File: config.mk
export PLATFORM = sky130hd
export DESIGN_NAME = ufc_uart
export DESIGN_NICKNAME = d
export VERILOG_FILES = /design/src/hdl/ufc_pkg.sv /design/src/hdl/ufc_fifo_if.sv /design/src/hdl/ufc_rx_fifo.sv /design/src/hdl/ufc_uart.sv
export SDC_FILE = /design/constraint.sdc
export NUM_CORES = 1
export LEC_CHECK = 0
export BUFFER_PORTS_ARGS = -buffer_cell sky130_fd_sc_hd__buf_2
export CORE_MARGIN = 5
export CORE_UTILIZATION = 60
export CTS_BUF_LIST = sky130_fd_sc_hd__clkbuf_4
export DETAILED_ROUTE_END_ITERATION = 10
export GPL_ROUTABILITY_DRIVEN = 1
export PLACE_DENSITY = 0.75
export SLEW_MARGIN = 20
export SYNTH_ARGS = -nofsm -noshare
export SYNTH_HDL_FRONTEND = slang
export SYNTH_SLANG_ARGS = --single-unit
File: constraint.sdc
create_clock -name i_clock -period 3.5 [get_ports i_clock]
set_input_delay 0.7 -clock i_clock [delete_from_list [all_inputs] [get_ports i_clock]]
set_output_delay 0.7 -clock i_clock [all_outputs]
set_load 0.01 [all_outputs]
File: src/hdl/ufc_pkg.sv
// shared constants and types for the serial port with rts/cts flow control
package ufc_pkg;
    // register port geometry
    localparam int ADDR_W = 3;
    localparam int REG_W = 8;
    localparam logic [2:0] ADDR_DATA = 3'h0;
    localparam logic [2:0] ADDR_STAT = 3'h1;
    localparam logic [2:0] ADDR_CTRL = 3'h2;
    localparam logic [2:0] ADDR_FMT = 3'h3;
    localparam logic [2:0] ADDR_FLOW = 3'h4;
    localparam logic [2:0] ADDR_BAUD_LO = 3'h5;
    localparam logic [2:0] ADDR_BAUD_HI = 3'h6;
    // line_status_control bits
    localparam int STAT_TXC = 6;
    localparam int STAT_U2X = 1;
    localparam int STAT_MPCM = 0;
    localparam logic [7:0] STAT_RESET = 8'h20;
    // irq_enable_control bits
    localparam int CTRL_RXCIE = 7;
    localparam int CTRL_TXCIE = 6;
    localparam int CTRL_UDRIE = 5;
    localparam int CTRL_RXEN = 4;
    localparam int CTRL_TXEN = 3;
    localparam int CTRL_CSZ2 = 2;
    localparam int CTRL_TXB8 = 0;
    // frame_format_control fields
    localparam int FMT_MODE_LO = 6;
    localparam int FMT_PM_LO = 4;
    localparam int FMT_SBS = 3;
    localparam int FMT_CSZ_LO = 1;
    localparam int FMT_POL = 0;
    // flow_control_register bits
    localparam int FLOW_CTS = 1;
    localparam int FLOW_RTS = 0;
    // codes
    localparam logic [1:0] MODE_ASYNC = 2'h0;
    localparam logic [2:0] CSZ_9BIT = 3'h7;
    // receive entry layout: parity error, frame error, nine data bits
    localparam int DATA_W = 9;
    localparam int ENTRY_W = 11;
    localparam int ENT_PE = 10;
    localparam int ENT_FE = 9;
    // oversampling: ticks per bit and the 2/3 point of the stop bit
    localparam int OVS_NORMAL = 16;
    localparam int OVS_DOUBLE = 8;
    localparam int RTS_NUM = 2;
    localparam int RTS_DEN = 3;
    localparam logic [3:0] TICK_LAST_N = 4'(OVS_NORMAL - 1);
    localparam logic [3:0] TICK_LAST_D = 4'(OVS_DOUBLE - 1);
    localparam logic [3:0] TICK_MID_N = 4'(OVS_NORMAL / 2 - 1);
    localparam logic [3:0] TICK_MID_D = 4'(OVS_DOUBLE / 2 - 1);
    localparam logic [3:0] TICK_RTS_N = 4'(OVS_NORMAL * RTS_NUM / RTS_DEN);
    localparam logic [3:0] TICK_RTS_D = 4'(OVS_DOUBLE * RTS_NUM / RTS_DEN);
    typedef enum logic [2:0] {TX_IDLE, TX_START, TX_DATA, TX_PARITY, TX_STOP} ufc_tx_state_type;
    typedef enum logic [2:0] {RX_IDLE, RX_START, RX_DATA, RX_PARITY, RX_STOP} ufc_rx_state_type;
endpackage

File: src/hdl/ufc_fifo_if.sv
// signals between the serial core and its receive queue
`timescale 1ns/1ps
`default_nettype none
interface ufc_fifo_if #(
    parameter int W = 11,
    parameter int CW = 2
);
    logic push;
    logic pop;
    logic flush;
    logic [W-1:0] wdata;
    logic [W-1:0] head;
    logic [CW-1:0] count;
    modport producer(output push, output pop, output flush, output wdata, input head, input count);
    modport store(input push, input pop, input flush, input wdata, output head, output count);
endinterface
`default_nettype wire

File: src/hdl/ufc_rx_fifo.sv
// shifting receive queue; the head entry is always a register
`timescale 1ns/1ps
`default_nettype none
module ufc_rx_fifo #(
    parameter int W = 11,
    parameter int DEPTH = 2,
    parameter int CW = 2
) (
    // clock and control
    input wire logic i_clock,
    input wire logic i_srst,
    input wire logic i_clk_en,
    // queue port
    ufc_fifo_if.store q
);
    typedef struct packed {
        logic [DEPTH-1:0][W-1:0] mem;
        logic [CW-1:0] count;
    } ufc_fifo_state_type;

    ufc_fifo_state_type st_ff;
    ufc_fifo_state_type nxt_st;

    always_comb begin
        nxt_st = st_ff;
        if (q.flush) begin
            nxt_st.count = '0;
        end else begin
            // pop first so a push in the same cycle lands behind the survivors
            if (q.pop && st_ff.count != '0) begin
                for (int i = 0; i < DEPTH - 1; i++) begin
                    nxt_st.mem[i] = st_ff.mem[i + 1];
                end
                nxt_st.count = st_ff.count - CW'(1);
            end
            if (q.push && nxt_st.count < CW'(DEPTH)) begin
                nxt_st.mem[nxt_st.count] = q.wdata;
                nxt_st.count = nxt_st.count + CW'(1);
            end
        end
    end

    always_ff @(posedge i_clock) begin
        if (i_srst) begin
            st_ff <= '0;
        end else if (i_clk_en) begin
            st_ff <= nxt_st;
        end
    end

    assign q.head = st_ff.mem[0];
    assign q.count = st_ff.count;
endmodule
`default_nettype wire

File: src/hdl/ufc_uart.sv
// serial port core: registers, transmitter, receiver, rts/cts flow control
`timescale 1ns/1ps
`default_nettype none
module ufc_uart #(
    parameter int FIFO_DEPTH = 2
) (
    // clock, reset, enable
    input wire logic i_clock,
    input wire logic i_srst,
    input wire logic i_clk_en,
    // register port
    input wire logic [ufc_pkg::ADDR_W-1:0] i_addr,
    input wire logic [ufc_pkg::REG_W-1:0] i_wdata,
    input wire logic i_wr,
    input wire logic i_rd,
    output logic [ufc_pkg::REG_W-1:0] o_rdata,
    // cpu interrupt gating
    input wire logic i_global_irq_enable,
    input wire logic i_tx_irq_ack,
    output logic o_rxc_irq,
    output logic o_txc_irq,
    output logic o_udre_irq,
    // serial pins
    input wire logic i_serial_in,
    output logic o_serial_in_en,
    output logic o_serial_out,
    output logic o_serial_out_en,
    input wire logic i_cts_n,
    output logic o_rts_n
);
    import ufc_pkg::*;

    localparam int CW = $clog2(FIFO_DEPTH + 1);

    typedef struct packed {
        logic [1:0] rxd_sync;
        logic [1:0] cts_sync;
        logic [7:0] rdata;
        logic [11:0] baud_div;
        logic [11:0] baud_cnt;
        logic txc;
        logic dor;
        logic u2x;
        logic mpcm;
        logic rxcie;
        logic txcie;
        logic udrie;
        logic rxen;
        logic txen;
        logic csz2;
        logic txb8;
        logic [1:0] mode;
        logic [1:0] pm;
        logic sbs;
        logic [1:0] csz_lo;
        logic pol;
        logic cts_en;
        logic rts_en;
        ufc_tx_state_type tx_st;
        logic [3:0] tx_tick;
        logic [3:0] tx_bit;
        logic [8:0] tx_buf;
        logic tx_buf_full;
        logic [8:0] tx_sh;
        logic tx_par;
        logic tx_space;
        logic tx_drive;
        logic cts_hold;
        ufc_rx_state_type rx_st;
        logic [3:0] rx_tick;
        logic [3:0] rx_bit;
        logic [8:0] rx_sh;
        logic rx_par_bad;
        logic [ENTRY_W-1:0] hold;
        logic hold_valid;
        logic rts;
    } ufc_core_state_type;

    ufc_core_state_type st_ff;
    ufc_core_state_type nxt_st;

    function automatic logic [3:0] char_bits(input logic [2:0] code);
        case (code)
            3'h0: char_bits = 4'h5;
            3'h1: char_bits = 4'h6;
            3'h2: char_bits = 4'h7;
            CSZ_9BIT: char_bits = 4'h9;
            default: char_bits = 4'h8;
        endcase
    endfunction

    function automatic logic data_parity(input logic [8:0] d, input logic [3:0] n);
        data_parity = 1'b0;
        for (int i = 0; i < DATA_W; i++) begin
            if (4'(i) < n) begin
                data_parity = data_parity ^ d[i];
            end
        end
    endfunction

    ////////////////////////////////////////////////////////////////////////////
    // receive queue

    ufc_fifo_if #(.W(ENTRY_W), .CW(CW)) rxq ();

    ufc_rx_fifo #(.W(ENTRY_W), .DEPTH(FIFO_DEPTH), .CW(CW)) u_rxq (
        .i_clock(i_clock),
        .i_srst(i_srst),
        .i_clk_en(i_clk_en),
        .q(rxq.store)
    );

    logic rxd;
    logic cts;
    logic fast;
    logic nine;
    logic baud_tick;
    logic data_wr;
    logic data_rd;
    logic rxq_full;
    logic rxc;
    logic rx_pop;
    logic drain;
    logic [3:0] nbits;
    logic [3:0] tick_last;
    logic [3:0] tick_mid;
    logic [3:0] tick_rts;
    logic [7:0] stat_rd;
    logic [7:0] ctrl_rd;
    logic [7:0] fmt_rd;

    // only the second synchroniser stage is ever looked at
    assign rxd = st_ff.rxd_sync[1];
    assign cts = st_ff.cts_sync[1];
    assign fast = st_ff.u2x && st_ff.mode == MODE_ASYNC;
    assign tick_last = fast ? TICK_LAST_D : TICK_LAST_N;
    assign tick_mid = fast ? TICK_MID_D : TICK_MID_N;
    assign tick_rts = fast ? TICK_RTS_D : TICK_RTS_N;
    assign nbits = char_bits({st_ff.csz2, st_ff.csz_lo});
    assign nine = {st_ff.csz2, st_ff.csz_lo} == CSZ_9BIT;
    assign baud_tick = st_ff.baud_cnt == 12'h000;
    assign data_wr = i_wr && i_addr == ADDR_DATA;
    assign data_rd = i_rd && i_addr == ADDR_DATA;
    assign rxq_full = rxq.count == CW'(FIFO_DEPTH);
    assign rxc = st_ff.rxen && rxq.count != '0;
    assign rx_pop = data_rd && rxc;
    // the waiting character moves up as soon as the queue has room
    assign drain = st_ff.hold_valid && (!rxq_full || rx_pop);

    assign rxq.push = drain;
    assign rxq.pop = rx_pop;
    assign rxq.flush = !st_ff.rxen;
    assign rxq.wdata = st_ff.hold;

    // flags of the head entry are only meaningful while it is unread
    assign stat_rd = {rxc, st_ff.txc, !st_ff.tx_buf_full, rxc && rxq.head[ENT_FE],
                      st_ff.dor, rxc && rxq.head[ENT_PE], st_ff.u2x, st_ff.mpcm};
    assign ctrl_rd = {st_ff.rxcie, st_ff.txcie, st_ff.udrie, st_ff.rxen, st_ff.txen,
                      st_ff.csz2, rxc && rxq.head[8], st_ff.txb8};
    assign fmt_rd = {st_ff.mode, st_ff.pm, st_ff.sbs, st_ff.csz_lo, st_ff.pol};

    ////////////////////////////////////////////////////////////////////////////
    // next state

    always_comb begin
        nxt_st = st_ff;
        nxt_st.rxd_sync = {st_ff.rxd_sync[0], i_serial_in};
        nxt_st.cts_sync = {st_ff.cts_sync[0], i_cts_n};
        nxt_st.baud_cnt = baud_tick ? st_ff.baud_div : st_ff.baud_cnt - 12'h001;

        // register writes
        if (i_wr) begin
            case (i_addr)
                ADDR_STAT: begin
                    nxt_st.u2x = i_wdata[STAT_U2X];
                    nxt_st.mpcm = i_wdata[STAT_MPCM];
                    if (i_wdata[STAT_TXC]) begin
                        nxt_st.txc = 1'b0;
                    end
                end
                ADDR_CTRL: begin
                    nxt_st.rxcie = i_wdata[CTRL_RXCIE];
                    nxt_st.txcie = i_wdata[CTRL_TXCIE];
                    nxt_st.udrie = i_wdata[CTRL_UDRIE];
                    nxt_st.rxen = i_wdata[CTRL_RXEN];
                    nxt_st.txen = i_wdata[CTRL_TXEN];
                    nxt_st.csz2 = i_wdata[CTRL_CSZ2];
                    nxt_st.txb8 = i_wdata[CTRL_TXB8];
                end
                ADDR_FMT: begin
                    nxt_st.mode = i_wdata[FMT_MODE_LO +: 2];
                    nxt_st.pm = i_wdata[FMT_PM_LO +: 2];
                    nxt_st.sbs = i_wdata[FMT_SBS];
                    nxt_st.csz_lo = i_wdata[FMT_CSZ_LO +: 2];
                    nxt_st.pol = i_wdata[FMT_POL];
                end
                ADDR_FLOW: begin
                    nxt_st.cts_en = i_wdata[FLOW_CTS];
                    nxt_st.rts_en = i_wdata[FLOW_RTS];
                end
                ADDR_BAUD_LO: begin
                    // writing the low byte restarts the prescaler at once
                    nxt_st.baud_div[7:0] = i_wdata;
                    nxt_st.baud_cnt = {st_ff.baud_div[11:8], i_wdata};
                end
                ADDR_BAUD_HI: begin
                    nxt_st.baud_div[11:8] = i_wdata[3:0];
                end
                default: begin
                end
            endcase
        end
        if (i_tx_irq_ack) begin
            nxt_st.txc = 1'b0;
        end

        // register reads, data one cycle later
        nxt_st.rdata = 8'h00;
        if (i_rd) begin
            case (i_addr)
                ADDR_DATA: nxt_st.rdata = rxc ? rxq.head[7:0] : 8'h00;
                ADDR_STAT: nxt_st.rdata = stat_rd;
                ADDR_CTRL: nxt_st.rdata = ctrl_rd;
                ADDR_FMT: nxt_st.rdata = fmt_rd;
                ADDR_FLOW: nxt_st.rdata = {6'h00, st_ff.cts_en, st_ff.rts_en};
                ADDR_BAUD_LO: nxt_st.rdata = st_ff.baud_div[7:0];
                ADDR_BAUD_HI: nxt_st.rdata = {4'h0, st_ff.baud_div[11:8]};
                default: nxt_st.rdata = 8'h00;
            endcase
        end

        ////////////////////////////////////////////////////////////////////////
        // transmitter

        if (data_wr) begin
            nxt_st.cts_hold = cts;
            if (!st_ff.tx_buf_full) begin
                nxt_st.tx_buf = {st_ff.txb8, i_wdata};
                nxt_st.tx_buf_full = 1'b1;
            end
        end
        if (st_ff.tx_st == TX_IDLE) begin
            if (st_ff.tx_buf_full && st_ff.txen) begin
                if (st_ff.cts_en && st_ff.cts_hold) begin
                    // withheld: keep watching cts, otherwise nothing would restart us
                    nxt_st.cts_hold = cts;
                end else begin
                    nxt_st.tx_sh = st_ff.tx_buf;
                    nxt_st.tx_par = data_parity(st_ff.tx_buf, nbits) ^ st_ff.pm[0];
                    nxt_st.tx_buf_full = 1'b0;
                    nxt_st.tx_st = TX_START;
                    nxt_st.tx_tick = 4'h0;
                    nxt_st.tx_space = 1'b1;
                end
            end
        end else if (baud_tick) begin
            nxt_st.tx_tick = st_ff.tx_tick + 4'h1;
            if (st_ff.tx_st == TX_STOP && st_ff.tx_bit == {3'h0, st_ff.sbs}
                    && st_ff.tx_tick == tick_mid) begin
                nxt_st.cts_hold = cts;
            end
            if (st_ff.tx_tick == tick_last) begin
                nxt_st.tx_tick = 4'h0;
                case (st_ff.tx_st)
                    TX_START: begin
                        nxt_st.tx_st = TX_DATA;
                        nxt_st.tx_bit = 4'h0;
                        nxt_st.tx_space = !st_ff.tx_sh[0];
                        nxt_st.tx_sh = st_ff.tx_sh >> 1;
                    end
                    TX_DATA: begin
                        // bits above the character size are never shifted out
                        if (st_ff.tx_bit == nbits - 4'h1) begin
                            nxt_st.tx_bit = 4'h0;
                            if (st_ff.pm[1]) begin
                                nxt_st.tx_st = TX_PARITY;
                                nxt_st.tx_space = !st_ff.tx_par;
                            end else begin
                                nxt_st.tx_st = TX_STOP;
                                nxt_st.tx_space = 1'b0;
                            end
                        end else begin
                            nxt_st.tx_bit = st_ff.tx_bit + 4'h1;
                            nxt_st.tx_space = !st_ff.tx_sh[0];
                            nxt_st.tx_sh = st_ff.tx_sh >> 1;
                        end
                    end
                    TX_PARITY: begin
                        nxt_st.tx_st = TX_STOP;
                        nxt_st.tx_space = 1'b0;
                    end
                    TX_STOP: begin
                        if (st_ff.sbs && st_ff.tx_bit == 4'h0) begin
                            nxt_st.tx_bit = 4'h1;
                        end else begin
                            nxt_st.tx_st = TX_IDLE;
                            if (!st_ff.tx_buf_full) begin
                                nxt_st.txc = 1'b1;
                            end
                        end
                    end
                    default: begin
                        nxt_st.tx_st = TX_IDLE;
                        nxt_st.tx_space = 1'b0;
                    end
                endcase
            end
        end
        nxt_st.tx_drive = nxt_st.txen || nxt_st.tx_st != TX_IDLE || nxt_st.tx_buf_full;

        ////////////////////////////////////////////////////////////////////////
        // receiver

        if (drain) begin
            nxt_st.hold_valid = 1'b0;
        end
        if (data_rd) begin
            nxt_st.dor = 1'b0;
        end
        if (!st_ff.rts_en || !rxq_full) begin
            nxt_st.rts = 1'b0;
        end
        if (!st_ff.rxen) begin
            nxt_st.rx_st = RX_IDLE;
            nxt_st.hold_valid = 1'b0;
            nxt_st.dor = 1'b0;
        end else if (st_ff.rx_st == RX_IDLE) begin
            if (!rxd) begin
                nxt_st.rx_st = RX_START;
                nxt_st.rx_tick = 4'h0;
                nxt_st.rx_sh = 9'h000;
                nxt_st.rx_par_bad = 1'b0;
                if (rxq_full && st_ff.hold_valid) begin
                    nxt_st.dor = 1'b1;
                end
            end
        end else if (baud_tick) begin
            nxt_st.rx_tick = (st_ff.rx_tick == tick_last) ? 4'h0 : st_ff.rx_tick + 4'h1;
            case (st_ff.rx_st)
                RX_START: begin
                    if (st_ff.rx_tick == tick_mid && rxd) begin
                        nxt_st.rx_st = RX_IDLE;
                    end else if (st_ff.rx_tick == tick_last) begin
                        nxt_st.rx_st = RX_DATA;
                        nxt_st.rx_bit = 4'h0;
                    end
                end
                RX_DATA: begin
                    if (st_ff.rx_tick == tick_mid) begin
                        nxt_st.rx_sh[st_ff.rx_bit] = rxd;
                    end
                    if (st_ff.rx_tick == tick_last) begin
                        if (st_ff.rx_bit == nbits - 4'h1) begin
                            nxt_st.rx_st = st_ff.pm[1] ? RX_PARITY : RX_STOP;
                        end else begin
                            nxt_st.rx_bit = st_ff.rx_bit + 4'h1;
                        end
                    end
                end
                RX_PARITY: begin
                    if (st_ff.rx_tick == tick_mid) begin
                        nxt_st.rx_par_bad = (^st_ff.rx_sh ^ rxd) != st_ff.pm[0];
                    end
                    if (st_ff.rx_tick == tick_last) begin
                        nxt_st.rx_st = RX_STOP;
                    end
                end
                RX_STOP: begin
                    // only the first stop bit is examined, the stop setting is ignored
                    if (st_ff.rx_tick == tick_mid) begin
                        if (!(st_ff.mpcm && !(nine ? st_ff.rx_sh[8] : rxd))) begin
                            if (!st_ff.hold_valid || drain) begin
                                nxt_st.hold = {st_ff.rx_par_bad && st_ff.pm[1], !rxd,
                                               st_ff.rx_sh};
                                nxt_st.hold_valid = 1'b1;
                            end
                        end
                    end
                    if (st_ff.rx_tick == tick_rts) begin
                        if (st_ff.rts_en && rxq_full) begin
                            nxt_st.rts = 1'b1;
                        end
                        nxt_st.rx_st = RX_IDLE;
                    end
                end
                default: begin
                    nxt_st.rx_st = RX_IDLE;
                end
            endcase
        end
    end

    ////////////////////////////////////////////////////////////////////////////
    // state register and outputs

    always_ff @(posedge i_clock) begin
        if (i_srst) begin
            st_ff <= '0;
        end else if (i_clk_en) begin
            st_ff <= nxt_st;
        end
    end

    assign o_rdata = st_ff.rdata;
    assign o_rxc_irq = st_ff.rxcie && i_global_irq_enable && rxc;
    assign o_txc_irq = st_ff.txcie && i_global_irq_enable && st_ff.txc;
    assign o_udre_irq = st_ff.udrie && i_global_irq_enable && !st_ff.tx_buf_full;
    assign o_serial_in_en = st_ff.rxen;
    assign o_serial_out = !st_ff.tx_space;
    assign o_serial_out_en = st_ff.tx_drive;
    assign o_rts_n = st_ff.rts;
endmodule
`default_nettype wire

==> flow_summary.html <==
<table>
<tr><th>Metric</th><th>Value</th></tr>
<tr><th colspan="2">Final layout</th></tr>
<tr><td>Final design instance area without fill</td><td>0.00866 mm2</td></tr>
<tr><td>Number of nets in the finished design</td><td>1032</td></tr>
<tr><td>Ratio of cells with drive above 1 in the final layout</td><td>0.107</td></tr>
<tr><td>Area added between synthesis and finish</td><td>6.01%</td></tr>
<tr><th colspan="2">Setup path</th></tr>
<tr><td>Category of the worst setup path launch point</td><td>register</td></tr>
<tr><td>Slowest CP cell</td><td>or4_4</td></tr>
<tr><td>Required arrival time at the worst endpoint</td><td>3.95 ns</td></tr>
<tr><td>Number of buffers and inverters on the critical path</td><td>1</td></tr>
<tr><td>Critical setup path kind</td><td>reg -&gt; reg</td></tr>
<tr><td>Data arrival time of the critical path</td><td>3.57 ns</td></tr>
<tr><td>Family of cells with the greatest summed delay on the critical path</td><td>simple AND/OR/NAND/NOR gates</td></tr>
<tr><td>Delay of the slowest critical-path stage</td><td>0.65 ns</td></tr>
<tr><td>Cells traversed along the worst timing path</td><td>inv_1, ha_1, or4b_1, or4_4, o21a_1, a2111oi_4, nand3_1, mux2i_1</td></tr>
<tr><td>Crit. End Element</td><td>register</td></tr>
<tr><td>Largest fanout of any net on the critical path</td><td>22</td></tr>
<tr><th colspan="2">Synthesis</th></tr>
<tr><td>Commonest register cell after synthesis</td><td>dfxtp_1</td></tr>
<tr><td>Average cell area after synthesis</td><td>8.14 um2</td></tr>
<tr><td>Largest cells by area after synthesis</td><td>dfxtp_1 37%, mux2i_1 8.5%, nor2_1 5.2%, a21oi_1 5.1%, nand2_1 3.9%</td></tr>
<tr><td>Commonest cells post-synth</td><td>149 x dfxtp_1, 114 x nor2_1, 85 x nand2_1</td></tr>
<tr><td>Top-area cell type share of the netlist area</td><td>0.365</td></tr>
<tr><td>Netlist area before placement</td><td>0.00817 mm2</td></tr>
<tr><td>Cell type contributing the most total cell area after synthesis</td><td>dfxtp_1</td></tr>
<tr><td>Sequential share of the synthesized area</td><td>0.365</td></tr>
<tr><td>Net Count, Synth</td><td>1038</td></tr>
<tr><td>Number of synthesis warnings</td><td>0</td></tr>
<tr><td>Post-synthesis cell count</td><td>1003</td></tr>
<tr><td>Post-synthesis sequential element count</td><td>149</td></tr>
<tr><td>Number of synthesized flops with an enable pin</td><td>0</td></tr>
<tr><td>Most used standard cell by instance count after synthesis</td><td>dfxtp_1</td></tr>
<tr><td>Number of library cell types mapped by synthesis</td><td>72</td></tr>
<tr><td>Share of synthesized registers carrying an async set or reset</td><td>0</td></tr>
<tr><th colspan="2">Clock tree</th></tr>
<tr><td>Number of buffers inserted by post-CTS setup repair</td><td>0</td></tr>
<tr><td>Clock tree from TritonCTS</td><td>done</td></tr>
<tr><td>Deepest clock path buffer count</td><td>2</td></tr>
<tr><td>Inserted Clock Buffers</td><td>17</td></tr>
<tr><td>Resize count post-CTS</td><td>0</td></tr>
<tr><td>H-Tree Level Count</td><td>4</td></tr>
<tr><td>Clock tree sinks</td><td>149</td></tr>
<tr><td>CTS Root Buffer Type</td><td>clkbuf_4</td></tr>
<tr><td>Insertion delay to the later sink of the worst-skew pair</td><td>0.57 ns</td></tr>
<tr><td>Cts hold-fix bufs</td><td>0</td></tr>
<tr><td>Clock slew seen by the registers of the worst setup and hold paths</td><td>0.13 ns</td></tr>
<tr><th colspan="2">Global route</th></tr>
<tr><td>Number of antenna violations at the first check in global routing</td><td>1</td></tr>
<tr><td>Tot GR Track Use</td><td>0.265</td></tr>
<tr><td>Wire length of the first global-routing pass</td><td>34.6 mm</td></tr>
<tr><td>Largest net degree at the start of global routing</td><td>68</td></tr>
<tr><td>Global route overflow</td><td>0</td></tr>
<tr><td>Number of global-route vias before repair</td><td>6712</td></tr>
<tr><th colspan="2">STA</th></tr>
<tr><td>Normalized max-slew margin</td><td>0.427</td></tr>
<tr><td>Tcrit/Tclk final</td><td>0.892</td></tr>
<tr><td>Achievable frequency</td><td>0.320 GHz</td></tr>
<tr><td>Final Max Slew Viols</td><td>0</td></tr>
<tr><td>Clock Skews</td><td>0.0194 ns</td></tr>
<tr><td>Time the final worst path needs with I/O delays and setup</td><td>3.12 ns</td></tr>
<tr><td>Final setup violation count</td><td>0</td></tr>
<tr><td>Final-layout setup total negative slack</td><td>0 ns</td></tr>
<tr><td>Setup repair after global routing missed its margin</td><td>no</td></tr>
<tr><td>Final hold violation count</td><td>0</td></tr>
<tr><td>Transition at the pin with the smallest max-transition slack</td><td>0.860 ns</td></tr>
<tr><th colspan="2">Drt</th></tr>
<tr><td>Detailed-route wire length per cell</td><td>17.8 um</td></tr>
<tr><td>DR DRC count</td><td>0</td></tr>
<tr><td>Total number of vias</td><td>7354</td></tr>
<tr><td>Post-DRT Antenna Nets</td><td>0</td></tr>
<tr><td>Final WL</td><td>21.1 mm</td></tr>
<tr><td>Drt pass-1 iters</td><td>5</td></tr>
<tr><td>Initial drt markers</td><td>661</td></tr>
<tr><td>Vias per cell</td><td>6.20</td></tr>
<tr><th colspan="2">Place</th></tr>
<tr><td>Routability congestion estimate</td><td>0.858</td></tr>
<tr><td>Post-DP HPWL</td><td>14.8 mm</td></tr>
<tr><td>I/O Buffers</td><td>34</td></tr>
<tr><td>Placed instance area</td><td>0.00839 mm2</td></tr>
<tr><th colspan="2">Hold path</th></tr>
<tr><td>HP Class</td><td>in -&gt; reg</td></tr>
<tr><th colspan="2">Floorplanning</th></tr>
<tr><td>Placeable core region</td><td>0.0133 mm2</td></tr>
<tr><td>Starting utilization of the core area</td><td>0.614</td></tr>
<tr><td>Horizontal die dimension</td><td>127 um</td></tr>
<tr><td>Boundary pin count</td><td>35</td></tr>
<tr><td>Cell Rows</td><td>42</td></tr>
<tr><td>Die Footprint</td><td>0.0160 mm2</td></tr>
<tr><td>DIE HEIGHT</td><td>127 um</td></tr>
<tr><th colspan="2">Pwr</th></tr>
<tr><td>Clock network power share</td><td>0.325</td></tr>
<tr><td>Leakage power</td><td>0.00325 uW</td></tr>
<tr><td>Sw frac</td><td>0.291</td></tr>
<tr><td>Overall power</td><td>3250 uW</td></tr>
<tr><td>P_int</td><td>2300 uW</td></tr>
<tr><td>Switching component of the power</td><td>946 uW</td></tr>
<tr><td>Combinational share of power</td><td>0.128</td></tr>
<tr><td>Part of the power in registers</td><td>0.547</td></tr>
<tr><td>VDD IR max</td><td>0.000349 V</td></tr>
<tr><td>Cell Pwr Density</td><td>375 mW/mm2</td></tr>
<tr><th colspan="2">Status</th></tr>
<tr><td>Run status</td><td>finished clean</td></tr>
<tr><th colspan="2">Run</th></tr>
<tr><td>Max-capacitance violation count</td><td>0</td></tr>
</table>
## power groups by stage
stage,Combinational (uW),Clock [uW],Sequential (uW)
global route,464,1140,1780
detailed placement,411,0,1810
CTS,413,1070,1770
finish,417,1060,1780
global placement,408,0,1810
floorplan,318,0,1790
## flip-flops by register name, summed over array words and instances (netlist names), 2 cells and up
register       cells
u_rxq.st_ff       11
fmt_rd             8
u_rxq.q.count      2
o_rdata            8
u_rxq.q.head      11
st_ff             85
rxq.wdata         11
nxt_st             2
ctrl_rd            6
## cell usage in the layout (no fill, tap or decap), types with 11 or more instances in the layout
cell	n
a21oi_1	84
nand4_1	14
and2_1	11
buf_4	25
clkbuf_4	17
xnor2_1	18
nand2b_1	11
buf_2	33
o21bai_1	11
a211oi_1	28
mux2i_1	69
ha_1	15
o21ai_0	34
nand2_1	85
nor3_1	20
inv_1	20
nor2_1	114
a22oi_1	21
nand3_1	48
nor2b_1	12
a311oi_1	13
xor2_1	14
dfxtp_1	149
## stage by stage
step           worst slack, ns   util  hold slack, ns  std cells
6_report                 0.379  0.651           0.369       1186
5_1_grt                  0.156  0.651           0.376       1186
2_1_floorplan            0.594      -           0.431       1003
4_1_cts                  0.407  0.651           0.345       1185
3_3_place_gp             0.190  0.631           0.451       1154
3_5_place_dp             0.114  0.631           0.453       1154
## layout make-up
cell class / count / area (um2)
antenna: 1 / 2.50
clock buffer: 17 / 128
multi-input combinational: 751 / 4760
timing repair buffer: 58 / 353
sequential: 149 / 2980
inverter: 20 / 75.1
clock inverter: 14 / 134
fill: 1180 / 4640
tap: 176 / 220
## kinds of logic after synthesis
| kind of cell | synth area share |
|---|---|
| DFF | 0.365 |
| muxes | 0.0915 |
| adders and majority gates | 0.0242 |
| and+or+nand+nor | 0.229 |
| AOI/OAI and AO/OA | 0.204 |
| buffers and inverters | 0.0516 |
| xor gates and xnor gates | 0.0343 |
## worst reg2reg max path: stages, from the launching register on
cell       delay (ns)
dfxtp_1          0.37
inv_1            0.07
ha_1             0.20
or4b_1           0.47
or4_4            0.65
o21a_1           0.28
a2111oi_4        0.61
nand3_1          0.19
mux2i_1          0.15
## final timing paths
path	start	to	slack (ns)	cells past startpoint
setup / recovery	st_ff[89]	st_ff[19]	0.38	8
hold / removal	i_serial_in	nxt_st[124]	0.37	3
setup reg to reg	st_ff[89]	st_ff[19]	0.38	8
hold reg to reg	o_rdata[0]	o_rdata[0]	0.47	2
## routing by layer
layer / up-vias / share of wire / global-route usage
met5: - / 0 / 0
met3: 25 / 0.067 / 0.0525
met1: 3468 / 0.46 / 0.371
met4: 0 / 0.018 / 0.0883
li1: 3608 / - / -
met2: 253 / 0.45 / 0.409
Note: power is estimated with default switching activity, not from simulation.
